$ cat src/include/can_msg_map.vh
// Purpose: constants for the remote I/O node message handler
// Assumes: 25 MHz system clock, APB register access with 32-bit data
// Notes:   definitions only
`ifndef CAN_MSG_MAP_VH
`define CAN_MSG_MAP_VH

// apb register byte offsets
`define OFF_CTRL        8'h00
`define OFF_STATUS      8'h04
`define OFF_RXCOUNT     8'h08
`define OFF_TXCOUNT     8'h0c

// control register fields and reset value
`define CTRL_REPLY_EN   0
`define CTRL_RESET      32'h0000_0001

// fixed identifier bits, node bits go in 8 and 5..3, direction in 0
`define ID_FIXED        11'h284
`define ID_CAL          11'h555
`define ID_DIR_HOST     1'b0
`define ID_DIR_NODE     1'b1

// frame lengths
`define DLC_NORMAL      4'h3
`define DLC_CAL_MIN     4'h2
`define DLC_CAL_MAX     4'h8

// register addresses used by the message logic
`define REG_DATA_IN     4'h0
`define REG_ANALOG_CFG  4'h5
`define REG_ADC_RESULT  4'h8
`define ADC_START_BIT   15

// error warning threshold
`define EW_LIMIT        8'h20

// message spacing in bit times
`define HOLD_BITS       2'h3

// adc set-up time
`define ADC_SETUP_NS    1000
`define CLK_MHZ         25

`endif

$ cat src/rtl/node_id_latch.v
// Purpose: capture node address straps at reset release
// Assumes: pins are asynchronous to i_mclk
// Notes:   pins are free for normal i/o after capture
`include "can_msg_map.vh"

module node_id_latch (
   input  wire       i_mclk,
   input  wire       i_sys_rst,
   input  wire [3:0] i_node_address_pins,
   output wire [3:0] o_node_addr
);

   reg [3:0] sync1_reg;
   reg [3:0] sync2_reg;
   reg       rst_d_reg;
   reg [3:0] addr_reg;

   ////////////////////////////////////////////////////////////////
   // two-flop synchroniser, first stage read only by the second
   always @(posedge i_mclk) begin
      sync1_reg <= i_node_address_pins;
      sync2_reg <= sync1_reg;
   end

   ////////////////////////////////////////////////////////////////
   // latch on the falling edge of reset, seen as first cycle out of it
   always @(posedge i_mclk) begin
      rst_d_reg <= i_sys_rst;
      if (i_sys_rst) begin
         addr_reg <= 4'h0;
      end else if (rst_d_reg) begin
         addr_reg <= sync2_reg;
      end
   end

   assign o_node_addr = addr_reg;

endmodule

$ cat src/rtl/msg_spacing_timer.v
// Purpose: hold off pending messages after a successful transmission
// Assumes: i_bit_tick pulses once per nominal bit time
// Notes:   hold counts whole bit ticks, so it may last up to one bit shorter
`include "can_msg_map.vh"

module msg_spacing_timer (
   input  wire i_mclk,
   input  wire i_sys_rst,
   input  wire i_tx_done,
   input  wire i_bit_tick,
   output wire o_hold
);

   reg [1:0] left_reg;

   ////////////////////////////////////////////////////////////////
   // reload on every success, count down on bit ticks
   always @(posedge i_mclk) begin
      if (i_sys_rst) begin
         left_reg <= 2'h0;
      end else if (i_tx_done) begin
         left_reg <= `HOLD_BITS;
      end else if (i_bit_tick && left_reg != 2'h0) begin
         left_reg <= left_reg - 2'h1;
      end
   end

   assign o_hold = (left_reg != 2'h0);

endmodule

$ cat src/rtl/can_msg_core.v
// Purpose: message handling of a remote i/o node on a can bus
// Assumes: a protocol engine delivers checked frames and sends queued ones
// Notes:   error and overload frames are produced by the protocol engine
//
// Function
// - each received data frame queues a reply with status, address, register contents
// - only standard 11-bit identifier frames are handled; extended ones are ignored
// - two node identifiers differ in bit 0; a third identifier is for calibration
// - identifier is 0,1,a3,1,0,a2,a1,a0,1,0,direction
// - node address straps are latched when reset is released
// - node sends direction 1; host uses 0 in data, 1 in remote frames
// - sent data frames carry three bytes: status and address, then register contents
// - data frames use length 3; calibration frames accept length 2 to 8
// - remote frames with length 3 get the data input register; others ignored
// - never sends remote frames; error and overload frames come from the engine
// - after each successful send, wait three bit times before the next; counted as three bit ticks, so the gap can be just over two
// - status bits of a received first byte are ignored
// - analog config write with start bit replies, waits set-up, converts, sends result
// - frame addressing the result register starts a conversion, reply after it ends
// - calibration frames get only an acknowledge, never a reply
// - entering the calibrated state sends one sign-on frame with data inputs
// - first byte: sign-on, error warning, bus mode hi, lo, register select
// - error warning set when a counter exceeded 32 since last success; 1 in sign-on
//
// Design decisions made here: the APB slave port and the register offsets.
`include "can_msg_map.vh"

module can_msg_core (
   input  wire        i_mclk,
   input  wire        i_sys_rst,
   // apb slave
   input  wire        i_psel,
   input  wire        i_penable,
   input  wire        i_pwrite,
   input  wire [7:0]  i_paddr,
   input  wire [31:0] i_pwdata,
   output reg  [31:0] o_prdata,
   output wire        o_pready,
   output wire        o_pslverr,
   // node address straps
   input  wire [3:0]  i_node_address_pins,
   // received frame from the protocol engine
   input  wire        i_rx_valid,
   input  wire        i_rx_ide,
   input  wire        i_rx_rtr,
   input  wire [10:0] i_rx_id,
   input  wire [3:0]  i_rx_dlc,
   input  wire [7:0]  i_rx_byte0,
   input  wire [7:0]  i_rx_byte1,
   input  wire [7:0]  i_rx_byte2,
   output wire        o_ack_match,
   // frame to send
   output wire        o_tx_req,
   output wire [10:0] o_tx_id,
   output wire        o_tx_rtr,
   output wire [3:0]  o_tx_dlc,
   output reg  [7:0]  o_tx_byte0,
   output reg  [7:0]  o_tx_byte1,
   output reg  [7:0]  o_tx_byte2,
   input  wire        i_tx_done,
   input  wire        i_bit_tick,
   // node state from neighbouring blocks
   input  wire        i_calibrated,
   input  wire [1:0]  i_bus_mode,
   input  wire [7:0]  i_rx_err_count,
   input  wire [7:0]  i_tx_err_count,
   // i/o register file
   output reg         o_reg_wr,
   output reg  [3:0]  o_reg_wr_addr,
   output reg  [15:0] o_reg_wr_data,
   output wire [3:0]  o_reg_rd_addr,
   input  wire [15:0] i_reg_rd_data,
   // converter
   output reg         o_adc_start,
   input  wire        i_adc_done
);

   localparam integer ADC_SETUP_CYC = (`ADC_SETUP_NS * `CLK_MHZ + 999) / 1000;

   localparam [1:0] ADC_IDLE  = 2'h0;
   localparam [1:0] ADC_SETUP = 2'h1;
   localparam [1:0] ADC_CONV  = 2'h2;

   wire [3:0]  node_addr;
   wire        hold;
   wire        frame_std;
   wire        is_data;
   wire        is_remote;
   wire        is_cal;
   wire [3:0]  rx_sel;
   wire        adc_start_bit;
   wire        apb_acc;
   wire        addr_ok;
   wire        tx_load;

   reg  [31:0] ctrl_reg;
   reg  [15:0] rx_count_reg;
   reg  [15:0] tx_count_reg;
   reg         cal_d_reg;
   reg         sign_on_pend_reg;
   reg         reply_pend_reg;
   reg  [3:0]  reply_sel_reg;
   reg         adc_pend_reg;
   reg         ew_reg;
   reg         tx_busy_reg;
   reg  [1:0]  adc_state_reg;
   reg  [1:0]  adc_state_next;
   reg  [5:0]  setup_cnt_reg;
   reg  [3:0]  load_sel;
   reg         load_sign_on;

   ////////////////////////////////////////////////////////////////
   // identifier of this node for a given direction
   function [10:0] node_id;
      input [3:0] addr;
      input       dir;
      begin
         node_id = `ID_FIXED | {2'h0, addr[3], 2'h0, addr[2:0], 2'h0, dir};
      end
   endfunction

   ////////////////////////////////////////////////////////////////
   // address straps and spacing timer
   node_id_latch u_id (
      .i_mclk              (i_mclk),
      .i_sys_rst           (i_sys_rst),
      .i_node_address_pins (i_node_address_pins),
      .o_node_addr         (node_addr)
   );

   msg_spacing_timer u_space (
      .i_mclk     (i_mclk),
      .i_sys_rst  (i_sys_rst),
      .i_tx_done  (i_tx_done),
      .i_bit_tick (i_bit_tick),
      .o_hold     (hold)
   );

   ////////////////////////////////////////////////////////////////
   // frame classification; the higher priority id is for host data frames
   assign frame_std = i_rx_valid && !i_rx_ide;
   assign is_data   = frame_std && !i_rx_rtr && i_rx_dlc == `DLC_NORMAL &&
                      i_rx_id == node_id(node_addr, `ID_DIR_HOST);
   assign is_remote = frame_std && i_rx_rtr && i_rx_dlc == `DLC_NORMAL &&
                      i_rx_id == node_id(node_addr, `ID_DIR_NODE);
   assign is_cal    = frame_std && !i_rx_rtr && i_rx_id == `ID_CAL &&
                      i_rx_dlc >= `DLC_CAL_MIN && i_rx_dlc <= `DLC_CAL_MAX;

   // acknowledge every frame meant for us, calibration included
   assign o_ack_match = is_data || is_remote || is_cal;

   // of the first byte, only the register select nibble matters in host data
   assign rx_sel        = i_rx_byte0[3:0];
   assign adc_start_bit = i_rx_byte1[`ADC_START_BIT - 8];

   ////////////////////////////////////////////////////////////////
   // apply host writes to the i/o register file
   always @(posedge i_mclk) begin
      if (i_sys_rst) begin
         o_reg_wr      <= 1'b0;
         o_reg_wr_addr <= 4'h0;
         o_reg_wr_data <= 16'h0000;
      end else begin
         o_reg_wr <= is_data;
         if (is_data) begin
            o_reg_wr_addr <= rx_sel;
            o_reg_wr_data <= {i_rx_byte1, i_rx_byte2};
         end
      end
   end

   ////////////////////////////////////////////////////////////////
   // sign-on request on entry to calibrated state
   always @(posedge i_mclk) begin
      if (i_sys_rst) begin
         cal_d_reg        <= 1'b0;
         sign_on_pend_reg <= 1'b0;
      end else begin
         cal_d_reg <= i_calibrated;
         if (i_calibrated && !cal_d_reg) begin
            sign_on_pend_reg <= 1'b1;
         end else if (tx_load && load_sign_on) begin
            sign_on_pend_reg <= 1'b0;
         end
      end
   end

   ////////////////////////////////////////////////////////////////
   // reply queue; a new frame wins over the slot being loaded
   always @(posedge i_mclk) begin
      if (i_sys_rst) begin
         reply_pend_reg <= 1'b0;
         reply_sel_reg  <= 4'h0;
      end else if (ctrl_reg[`CTRL_REPLY_EN] && is_data && rx_sel != `REG_ADC_RESULT) begin
         reply_pend_reg <= 1'b1;
         reply_sel_reg  <= rx_sel;
      end else if (ctrl_reg[`CTRL_REPLY_EN] && is_remote) begin
         reply_pend_reg <= 1'b1;
         reply_sel_reg  <= `REG_DATA_IN;
      end else if (tx_load && !load_sign_on && load_sel != `REG_ADC_RESULT) begin
         reply_pend_reg <= 1'b0;
      end
   end

   ////////////////////////////////////////////////////////////////
   // conversion sequencer, next state
   always @* begin
      adc_state_next = adc_state_reg;
      case (adc_state_reg)
         ADC_IDLE: begin
            if (is_data && rx_sel == `REG_ADC_RESULT) begin
               adc_state_next = ADC_CONV;
            end else if (is_data && rx_sel == `REG_ANALOG_CFG && adc_start_bit) begin
               adc_state_next = ADC_SETUP;
            end
         end
         ADC_SETUP: begin
            if (setup_cnt_reg == 6'h00) begin
               adc_state_next = ADC_CONV;
            end
         end
         ADC_CONV: begin
            if (i_adc_done) begin
               adc_state_next = ADC_IDLE;
            end
         end
         default: begin
            adc_state_next = ADC_IDLE;
         end
      endcase
   end

   ////////////////////////////////////////////////////////////////
   // conversion sequencer registers; start pulses on entry to conv
   always @(posedge i_mclk) begin
      if (i_sys_rst) begin
         adc_state_reg <= ADC_IDLE;
         setup_cnt_reg <= 6'h00;
         o_adc_start   <= 1'b0;
      end else begin
         adc_state_reg <= adc_state_next;
         o_adc_start   <= (adc_state_next == ADC_CONV) && (adc_state_reg != ADC_CONV);
         if (adc_state_reg == ADC_IDLE) begin
            setup_cnt_reg <= ADC_SETUP_CYC[5:0] - 6'h01;
         end else if (setup_cnt_reg != 6'h00) begin
            setup_cnt_reg <= setup_cnt_reg - 6'h01;
         end
      end
   end

   ////////////////////////////////////////////////////////////////
   // result message queued when the conversion ends
   always @(posedge i_mclk) begin
      if (i_sys_rst) begin
         adc_pend_reg <= 1'b0;
      end else if (adc_state_reg == ADC_CONV && i_adc_done) begin
         adc_pend_reg <= 1'b1;
      end else if (tx_load && !load_sign_on && load_sel == `REG_ADC_RESULT) begin
         adc_pend_reg <= 1'b0;
      end
   end

   ////////////////////////////////////////////////////////////////
   // error warning, sticky since the last successful send
   always @(posedge i_mclk) begin
      if (i_sys_rst) begin
         ew_reg <= 1'b0;
      end else if (i_rx_err_count > `EW_LIMIT || i_tx_err_count > `EW_LIMIT) begin
         ew_reg <= 1'b1;
      end else if (i_tx_done) begin
         ew_reg <= 1'b0;
      end
   end

   ////////////////////////////////////////////////////////////////
   // pick the next message: sign-on, then reply, then conversion result
   always @* begin
      load_sign_on = 1'b0;
      load_sel     = `REG_DATA_IN;
      if (sign_on_pend_reg) begin
         load_sign_on = 1'b1;
      end else if (reply_pend_reg) begin
         load_sel = reply_sel_reg;
      end else if (adc_pend_reg) begin
         load_sel = `REG_ADC_RESULT;
      end
   end

   // held back until calibrated and past the spacing gap; skips the write cycle so a reply sees new contents
   assign tx_load = !tx_busy_reg && !hold && i_calibrated && !o_reg_wr &&
                    (sign_on_pend_reg || reply_pend_reg || adc_pend_reg);
   assign o_reg_rd_addr = load_sel;

   ////////////////////////////////////////////////////////////////
   // transmit slot; register contents are sampled at load time
   always @(posedge i_mclk) begin
      if (i_sys_rst) begin
         tx_busy_reg <= 1'b0;
         o_tx_byte0  <= 8'h00;
         o_tx_byte1  <= 8'h00;
         o_tx_byte2  <= 8'h00;
      end else if (tx_load) begin
         tx_busy_reg <= 1'b1;
         o_tx_byte0  <= {load_sign_on, ew_reg | load_sign_on, i_bus_mode, load_sel};
         o_tx_byte1  <= i_reg_rd_data[15:8];
         o_tx_byte2  <= i_reg_rd_data[7:0];
      end else if (i_tx_done) begin
         tx_busy_reg <= 1'b0;
      end
   end

   assign o_tx_req = tx_busy_reg;
   assign o_tx_id  = node_id(node_addr, `ID_DIR_NODE);
   assign o_tx_rtr = 1'b0;
   assign o_tx_dlc = `DLC_NORMAL;

   ////////////////////////////////////////////////////////////////
   // frame counters for software
   always @(posedge i_mclk) begin
      if (i_sys_rst) begin
         rx_count_reg <= 16'h0000;
         tx_count_reg <= 16'h0000;
      end else begin
         if (o_ack_match) begin
            rx_count_reg <= rx_count_reg + 16'h0001;
         end
         if (i_tx_done) begin
            tx_count_reg <= tx_count_reg + 16'h0001;
         end
      end
   end

   ////////////////////////////////////////////////////////////////
   // apb slave, zero wait states
   assign apb_acc   = i_psel && i_penable;
   assign o_pready  = 1'b1;
   assign addr_ok   = (i_paddr == `OFF_CTRL) || (i_paddr == `OFF_STATUS) ||
                      (i_paddr == `OFF_RXCOUNT) || (i_paddr == `OFF_TXCOUNT);
   assign o_pslverr = apb_acc && !addr_ok;

   // control register write
   always @(posedge i_mclk) begin
      if (i_sys_rst) begin
         ctrl_reg <= `CTRL_RESET;
      end else if (apb_acc && i_pwrite && i_paddr == `OFF_CTRL) begin
         ctrl_reg <= {31'h0000_0000, i_pwdata[`CTRL_REPLY_EN]};
      end
   end

   // read data mux
   always @* begin
      if (i_paddr == `OFF_CTRL) begin
         o_prdata = ctrl_reg;
      end else if (i_paddr == `OFF_STATUS) begin
         o_prdata = {16'h0000, adc_state_reg, i_bus_mode, ew_reg, tx_busy_reg, hold,
                     adc_pend_reg, reply_pend_reg, sign_on_pend_reg, i_calibrated,
                     1'b0, node_addr};
      end else if (i_paddr == `OFF_RXCOUNT) begin
         o_prdata = {16'h0000, rx_count_reg};
      end else if (i_paddr == `OFF_TXCOUNT) begin
         o_prdata = {16'h0000, tx_count_reg};
      end else begin
         o_prdata = 32'h0000_0000;
      end
   end

endmodule

$ cat config.mk
export PLATFORM = sky130hd
export DESIGN_NAME = can_msg_core
export DESIGN_NICKNAME = d
export VERILOG_FILES = /design/src/rtl/node_id_latch.v /design/src/rtl/msg_spacing_timer.v /design/src/rtl/can_msg_core.v
export VERILOG_INCLUDE_DIRS = /design/src /design/src/include
export SDC_FILE = /design/constraint.sdc
export NUM_CORES = 1
export LEC_CHECK = 0
export BUFFER_PORTS_ARGS = -buffer_cell sky130_fd_sc_hd__buf_2
export CAP_MARGIN = 30
export CORE_MARGIN = 2
export CORE_UTILIZATION = 53
export CTS_BUF_LIST = sky130_fd_sc_hd__clkbuf_8
export CTS_CLUSTER_DIAMETER = 80
export DETAILED_ROUTE_END_ITERATION = 10
export PLACE_DENSITY = 0.95
export SYNTH_ARGS = -nofsm -noshare
export SYNTH_HDL_FRONTEND = slang
export SYNTH_SLANG_ARGS = --single-unit
$ cat constraint.sdc
create_clock -name i_mclk -period 5.5 [get_ports i_mclk]
set_clock_uncertainty 0.05 [all_clocks]
set_input_delay 0.55 -clock i_mclk [delete_from_list [all_inputs] [get_ports i_mclk]]
set_output_delay 0.55 -clock i_mclk [all_outputs]
set_load 0.005 [all_outputs]
==> results of run 1 <==
[kinds of logic after synthesis]
group | synth area share
xor+xnor | 0.0352
buf+inv | 0.0812
mux | 0.0347
simple gates | 0.262
compound gates | 0.146
fa+ha+maj | 0.00958
flops | 0.429
other cells | 0.00144
[Yosys cell counts (all sizes together) (6+ instances only)]
master,n,area share
and3,8,0.0096
nand2,115,0.083
buf,33,0.048
nor2,48,0.034
mux2i,8,0.015
xor2,13,0.022
nor4,8,0.012
nor2b,6,0.0072
clkbuf,27,0.019
nand2b,6,0.0072
o21ai,31,0.030
nand4,10,0.012
dfxtp,112,0.43
or4,6,0.0086
xnor2,8,0.013
inv,17,0.012
a22oi,16,0.024
mux2,7,0.015
a21oi,69,0.066
nor3,18,0.018
nand3,8,0.0077
or3,14,0.019
[cell type report]
type,instances,area share
inverter,17,0.0103
clock inverter,4,0.00947
clock buffer,12,0.0266
multi-input combinational,474,0.428
timing repair buffer,169,0.138
tap,133,0.0268
sequential,112,0.361
[power breakdown]
part	switching (µW)	internal, µW	leakage (µW)	total (µW)
Clock	280	254	0.000115	534
Combinational	69.4	53.9	0.00156	123
Sequential	12.9	826	0.000910	838
[through the flow]
step / setup WS, ns / std cells
after CTS: 2.45 / 921
after detailed placement: 2.64 / 905
after global routing: 2.26 / 921
after floorplan: 2.92 / 664
final: 2.45 / 921
after global placement: 2.66 / 905
[how the worst max path moves through the flow]
stage	to	slack (ns)
global placement	o_prdata[15]	2.66
CTS	o_ack_match	2.45
floorplan	o_ack_match	2.92
finish	o_ack_match	2.45
detailed placement	o_prdata[15]	2.64
global route	o_ack_match	2.26
[routing by layer]
metal  wire length, µm  global-route usage  vias to the layer above
li1                  -                   -                     2441
met1              5410               0.285                     2250
met3               999              0.0450                       16
met5                 0                   0                        -
met2              6320               0.398                      224
met4               136              0.0668                        0
==> impl_metrics.yaml, run 1 <==
synth:
  netlist_instances: 637
  syn-cell-area_mm2: 0.00523
  synth_cell_types: 54
  ys_async_sr_fraction: 0
  synth_flop_cell: "dfxtp_1"
  synth_edf_count: 0
  yosys_warnings: 0
  synth.avg_cell_area_um2: 8.20
  ys_seq_area_frac: 0.429
  ys_seq_elements: 112
die:
  die-area_mm2: 0.0107
  fp.dieW_um: 103
  initial_core_util: 0.540
  core_area_mm2: 0.00968
  io_pins: 231
  die_height_um: 103
  rows: 36
cells_and_area:
  final_cell_mix: "165 x buf_2, 115 x nand2_1, 112 x dfxtp_1"
  multi_input_area_mm2: 0.00266
  area_delta_synth_final_pct: 18.9
  fin_area_mm2: 0.00621
  drive_gt1_frac: 0.272
  diodes: 0
  final_common_cell: "buf_2"
  n_fill_cell: 839
  nets: 916
  layout.area.seq_mm2: 0.00224
  final_util: 0.641
clocking:
  cts_tree: "built"
  cts_hold_buf: 0
  cts_sinks: 112
  insertion_delay_ns: 0.36
  cts_buffer_depth: 2
  ctsResizeCount: 0
  h-tree-depth: 3
  numCtsBuffers: 9
  post_cts_buffers: 0
  cts_root_buf: "clkbuf_8"
  cts.clk_slew.worst_paths_ns: 0.11
route:
  routed_via_density: 5.35
  drt_first_iter_violations: 359
  remaining_drc_errors: 0
  postRouteAntennaNets: 0
  drt_pre_antenna_iters: 5
  routed_wl_um: 12900
  num_vias: 4931
  wl_per_cell_um: 14.0
min_path:
  hold_end: "u_id.sync1_reg[2]"
  hold_start: "i_node_address_pins[2]"
  worstHoldPathCells: 1
  min_path_type: "input pin to flop"
timing:
  finalCriticalPeriod_ns: 3.05
  setup_tns_ns: 0
  setup_viol: 0
  post-route-period-util: 0.554
  rsz0062_at_grt: "false"
  finalHoldViolCount: 0
  worst_pin_slew_ns: 1.03
  slew_headroom: 0.313
  slew_viol_final: 0
  fmax_ghz: 0.328
  hold_slack_ns: 0.228
placed_design:
  place.gp.congestion: 0.900
  dpl_cell_area_mm2: 0.00599
  io_buffers: 166
  hpwlAfterDp_um: 9380
worst_setup_path:
  crit_buf_inv: 2
  crit_type: "flop to output pin"
  reg2regPathDepth: 7
  required_ns: 4.90
  crit_path_end_kind: "output pin"
  r2r_start: "u_space.left_reg[0]"
  rrSetupSlack_ns: 2.84
  slowest_delay_ns: 0.82
  cp_max_fo: 28
  cp-start-kind: "flop"
  reg2reg_to: "adc_pend_reg"
  slowest_stage: "a22oi_2"
  crit_cells: 5
  crit_family: "compound AO/OA/AOI/OAI gates"
  cp-startpoint: "u_id.o_node_addr[1]"
  path_cells: "xor2_1 -> nor4_1 -> a22oi_2 -> inv_1 -> buf_2"
  crit_arrival_ns: 2.45
grt:
  first_global_vias: 4176
  track_usage: 0.228
  grt_pass1_wl_um: 19200
  grt_max_degree: 102
  antenna_found_initial: 0
  grt_overflow_total: 0
power_and_ir_drop:
  total_power_uw: 1500
  ir_drop_mv: 0.196
  p_leak_uw: 0.00259
  power.density_mw_per_mm2: 241
status:
  status: "complete, no violations"
flow_run:
  cap_violations: 0
No activity file was read; power rests on OpenSTA's default activity.
==> run 2, diff against run 1 <==
- CORE_UTILIZATION: 53 -> 49
- PLACE_DENSITY: 0.95 -> 0.92
- clock period: 5.5 -> 2.9 ns (I/O delays scaled with it)
==> impl_metrics.yaml, run 2 (synthesis gave the netlist of run 1 again) <==
status:
  status: "complete, no violations"
worst_setup_path:
  cp-start-kind: "flop"
  crit_family: "compound AO/OA/AOI/OAI gates"
  reg2regPathDepth: 5
  crit_buf_inv: 2
  rrSetupSlack_ns: 0.45
  reg2reg_to: "rx_count_reg[12]"
  crit_path_end_kind: "output pin"
  required_ns: 2.56
  crit_type: "flop to output pin"
  r2r_start: "u_id.o_node_addr[0]"
  path_cells: "xor2_1 -> nor4_1 -> a22oi_2 -> inv_1 -> buf_2"
  slowest_stage: "a22oi_2"
  crit_cells: 5
  slowest_delay_ns: 0.83
  crit_arrival_ns: 2.35
  cp_max_fo: 28
clocking:
  cts_buffer_depth: 2
  numCtsBuffers: 9
  cts_tree: "built"
  cts.clk_slew.worst_paths_ns: 0.12
  cts_hold_buf: 4
  ctsResizeCount: 0
  cts_root_buf: "clkbuf_8"
  cts_sinks: 112
  h-tree-depth: 3
  insertion_delay_ns: 0.38
  post_cts_buffers: 0
cells_and_area:
  fin_cells: 934
  drive_gt1_frac: 0.276
  final_cell_mix: "165 x buf_2, 115 x nand2_1, 112 x dfxtp_1"
  diodes: 0
  area_delta_synth_final_pct: 20.7
  nets: 926
  final_common_cell: "buf_2"
min_path:
  min_path_type: "input pin to flop"
  worstHoldPathCells: 3
  hold_start: "i_rx_byte1[0]"
  hold_end: "o_reg_wr_data[8]"
timing:
  worst_pin_slew_ns: 1.05
  slew_headroom: 0.300
  setup_viol: 0
  setup_tns_ns: 0
  post-route-period-util: 0.928
  rsz0062_at_grt: "false"
  fmax_ghz: 0.372
  finalCriticalPeriod_ns: 2.69
  finalHoldViolCount: 0
  slew_viol_final: 0
grt:
  first_global_vias: 4514
  grt_overflow_total: 0
  grt_pass1_wl_um: 21000
  grt_max_degree: 52
  antenna_found_initial: 0
  track_usage: 0.227
power_and_ir_drop:
  ir_drop_mv: 0.323
  p_leak_uw: 0.00263
  power.density_mw_per_mm2: 457
die:
  fp.dieW_um: 107
  initial_core_util: 0.506
  io_pins: 231
  core_area_mm2: 0.0103
  die_height_um: 107
  die-area_mm2: 0.0115
  rows: 37
route:
  num_vias: 5011
  routed_wl_um: 13300
  wl_per_cell_um: 14.2
  drt_first_iter_violations: 369
  routed_via_density: 5.37
  remaining_drc_errors: 0
  drt_pre_antenna_iters: 5
  postRouteAntennaNets: 0
placed_design:
  hpwlAfterDp_um: 9880
  place.gp.congestion: 0.873
  io_buffers: 166
  dp.cells: 914
flow_run:
  cap_violations: 0
run 2: cell types whose count changed in the layout (fill, tap and decap cells not counted), sizes merged:
cell | before | now
clkinvlp | 0 | 2
buf | 169 | 175
bufinv | 1 | 2
clkbuf | 12 | 9
dlygate4sd3 | 0 | 4
run 2: worst max path at each step:
stage,slack (ns),start,to
global placement,0.41,i_rx_dlc[2],rx_count_reg[12]
CTS,0.19,u_id.o_node_addr[1],o_ack_match
floorplan,0.84,i_rx_dlc[2],rx_count_reg[12]
global route,0.04,u_id.o_node_addr[2],o_ack_match
detailed placement,0.37,i_rx_dlc[2],rx_count_reg[12]
finish,0.21,u_id.o_node_addr[1],o_ack_match
run 2: layout make-up:
type | count | area, µm²
clock buffers | 9 | 124
clock inverters | 7 | 104
fillers | 923 | 4020
inverters | 17 | 63.8
multi-input cells | 474 | 2660
flip-flops and latches | 112 | 2240
well taps | 136 | 170
repair buffers | 179 | 941
run 2: layer usage:
| metal | global-route usage | vias to the layer above | routed length [µm] | part of all wire |
|---|---|---|---|---|
| met2 | 0.398 | 221 | 6580 | 0.50 |
| met4 | 0.0853 | 0 | 263 | 0.020 |
| met5 | 0 | - | 0 | 0 |
| met1 | 0.274 | 2307 | 5510 | 0.41 |
| li1 | - | 2464 | - | - |
| met3 | 0.0424 | 19 | 934 | 0.070 |
run 2: power by group:
group / leakage (µW) / switching [µW] / total [µW] / internal, µW
Sequential: 0.000910 / 24.0 / 1590 / 1570
Combinational: 0.00161 / 135 / 245 / 110
Clock: 0.000108 / 552 / 1050 / 497
Total: 0.00263 / 711 / 2880 / 2170
run 2: through the flow:
| stage | util | power [µW] | setup WS (ns) | cell area, µm² | hold slack [ns] |
|---|---|---|---|---|---|
| 6_report | 0.611 | 2880 | 0.209 | 6300 | 0.0883 |
| 5_1_grt | 0.611 | 2980 | 0.0422 | 6300 | 0.0914 |
| 4_1_cts | 0.611 | 2900 | 0.194 | 6300 | 0.0771 |
| 3_5_place_dp | 0.585 | 1860 | 0.367 | 6040 | 0.264 |
| 3_3_place_gp | 0.585 | 1860 | 0.414 | 6040 | 0.262 |
| 2_1_floorplan | - | 1780 | 0.839 | 5330 | 0.260 |
run 2: worst min-delay path, cell delays in order:
cell     delay (ns)
buf_2          0.10
nand2_1        0.05
a21oi_1        0.05
==> run 3, diff against run 2 <==
- ABC_AREA: unset -> 1
- CORE_UTILIZATION: 49 -> 50
- PLACE_DENSITY: 0.92 -> 0.93
==> impl_metrics.yaml, run 3 <==
route:
  routed_via_density: 5.06
  num_vias: 5439
  remaining_drc_errors: 0
  postRouteAntennaNets: 0
  drt_pre_antenna_iters: 5
  drt_first_iter_violations: 396
  wl_per_cell_um: 12.6
  routed_wl_um: 13600
clocking:
  cts.clk_slew.worst_paths_ns: 0.12
  post_cts_buffers: 0
  cts_tree: "built"
  insertion_delay_ns: 0.37
  ctsResizeCount: 0
  h-tree-depth: 3
  cts_hold_buf: 4
  cts_sinks: 112
  cts_buffer_depth: 2
  cts_root_buf: "clkbuf_8"
  numCtsBuffers: 9
worst_setup_path:
  crit_path_end_kind: "output pin"
  rrSetupSlack_ns: 0.90
  crit_arrival_ns: 1.98
  required_ns: 2.56
  reg2regPathDepth: 8
  cp_max_fo: 7
  crit_type: "input pin to output pin"
  cp-start-kind: "input pin"
synth:
  synth_top_area_cell: "dfxtp_1"
  netlist_instances: 772
  synth_top_area_frac: 0.412
  ys_seq_elements: 112
  yosys_warnings: 0
  synth_common_cells: "135 x nor2_1, 116 x nand2_1, 112 x dfxtp_1"
  syn-cell-area_mm2: 0.00545
  synth_cell_types: 42
  synth_flop_cell: "dfxtp_1"
  ys_seq_area_frac: 0.412
  synth_most_common_cell: "nor2_1"
  synthTopCellsByArea: "dfxtp_1 41%, nor2_1 9.3%, nand2_1 8.0%"
  synth.avg_cell_area_um2: 7.06
  synth_edf_count: 0
  ys_async_sr_fraction: 0
timing:
  slew_headroom: 0.487
  setup_tns_ns: 0
  setup_viol: 0
  post-route-period-util: 0.802
  fmax_ghz: 0.430
  worst_pin_slew_ns: 0.763
  slew_viol_final: 0
  finalHoldViolCount: 0
  finalCriticalPeriod_ns: 2.32
  hold_slack_ns: 0.0714
  rsz0062_at_grt: "false"
grt:
  grt_overflow_total: 0
  grt_max_degree: 43
  track_usage: 0.231
  first_global_vias: 4958
  antenna_found_initial: 0
  grt_pass1_wl_um: 21900
die:
  die-area_mm2: 0.0117
  fp.dieW_um: 108
  rows: 38
  core_area_mm2: 0.0107
  die_height_um: 108
  initial_core_util: 0.507
  io_pins: 231
cells_and_area:
  diodes: 0
  final_cell_mix: "166 x buf_2, 135 x nor2_1, 116 x nand2_1"
  nets: 1063
  drive_gt1_frac: 0.227
  area_delta_synth_final_pct: 19.5
  final_common_cell: "buf_2"
power_and_ir_drop:
  ir_drop_mv: 0.276
  p_leak_uw: 0.00320
  power.density_mw_per_mm2: 436
placed_design:
  place.gp.congestion: 0.903
  hpwlAfterDp_um: 10100
  io_buffers: 166
min_path:
  worstHoldPathCells: 3
  min_path_type: "input pin to flop"
status:
  status: "complete, no violations"
flow_run:
  cap_violations: 0
-- run 3: path summary, 6_finish.rpt --
kind,startpoint,endpoint
setup / recovery,i_paddr[7],o_prdata[13]
hold / removal,i_reg_rd_data[3],o_tx_byte2[3]
setup reg to reg,u_space.left_reg[0],sign_on_pend_reg
hold reg to reg,u_id.sync1_reg[2],u_id.sync2_reg[2]
-- run 3: cell type report --
class | instances | area [µm²]
clock inverters | 7 | 95.1
flip-flops and latches | 112 | 2240
clock buffers | 9 | 124
multi-input cells | 535 | 2580
repair buffers | 175 | 921
inverters | 97 | 369
well taps | 140 | 175
fillers | 968 | 4240
-- run 3: power breakdown --
group,leakage [µW],internal [µW],switching (µW)
Combinational,0.00218,104,144
Clock,0.000111,427,572
Sequential,0.000911,1570,17.8
-- run 3: cell families after synthesis --
group,Yosys count,synth area share
adder cells (fa/ha/maj),4,0.00919
AO/OA/AOI/OAI,137,0.139
AND/OR/NAND/NOR,359,0.296
buffers and inverters,152,0.133
XOR/XNOR,6,0.00965
other,2,0.00138
flip-flops,112,0.412
-- run 3: worst max-delay path, cell delays in order --
cell and delay [ns]:
buf_2 0.09, nor2_1 0.21, nand2_1 0.15, nor4_2 0.59, inv_1 0.26, o221ai_1 0.24, buf_2 0.15
-- run 3: per-stage QoR --
stage / setup slack, ns / instance area, µm² / total power (µW) / util / instances
floorplan: 1.26 / 5550 / 1770 / - / 799
global placement: 0.667 / 6250 / 1860 / 0.582 / 1055
detailed placement: 0.616 / 6250 / 1870 / 0.582 / 1055
CTS: 0.584 / 6510 / 2860 / 0.606 / 1075
global route: 0.413 / 6510 / 2960 / 0.606 / 1075
finish: 0.575 / 6510 / 2840 / 0.606 / 1075
-- run 3: layer usage --
| metal | global-route usage | share of wire | vias to the layer above |
|---|---|---|---|
| met2 | 0.397 | 0.46 | 230 |
| met1 | 0.295 | 0.43 | 2416 |
| li1 | - | - | 2759 |
| met5 | 0 | 0 | - |
| met3 | 0.0380 | 0.082 | 34 |
| met4 | 0.0806 | 0.023 | 0 |
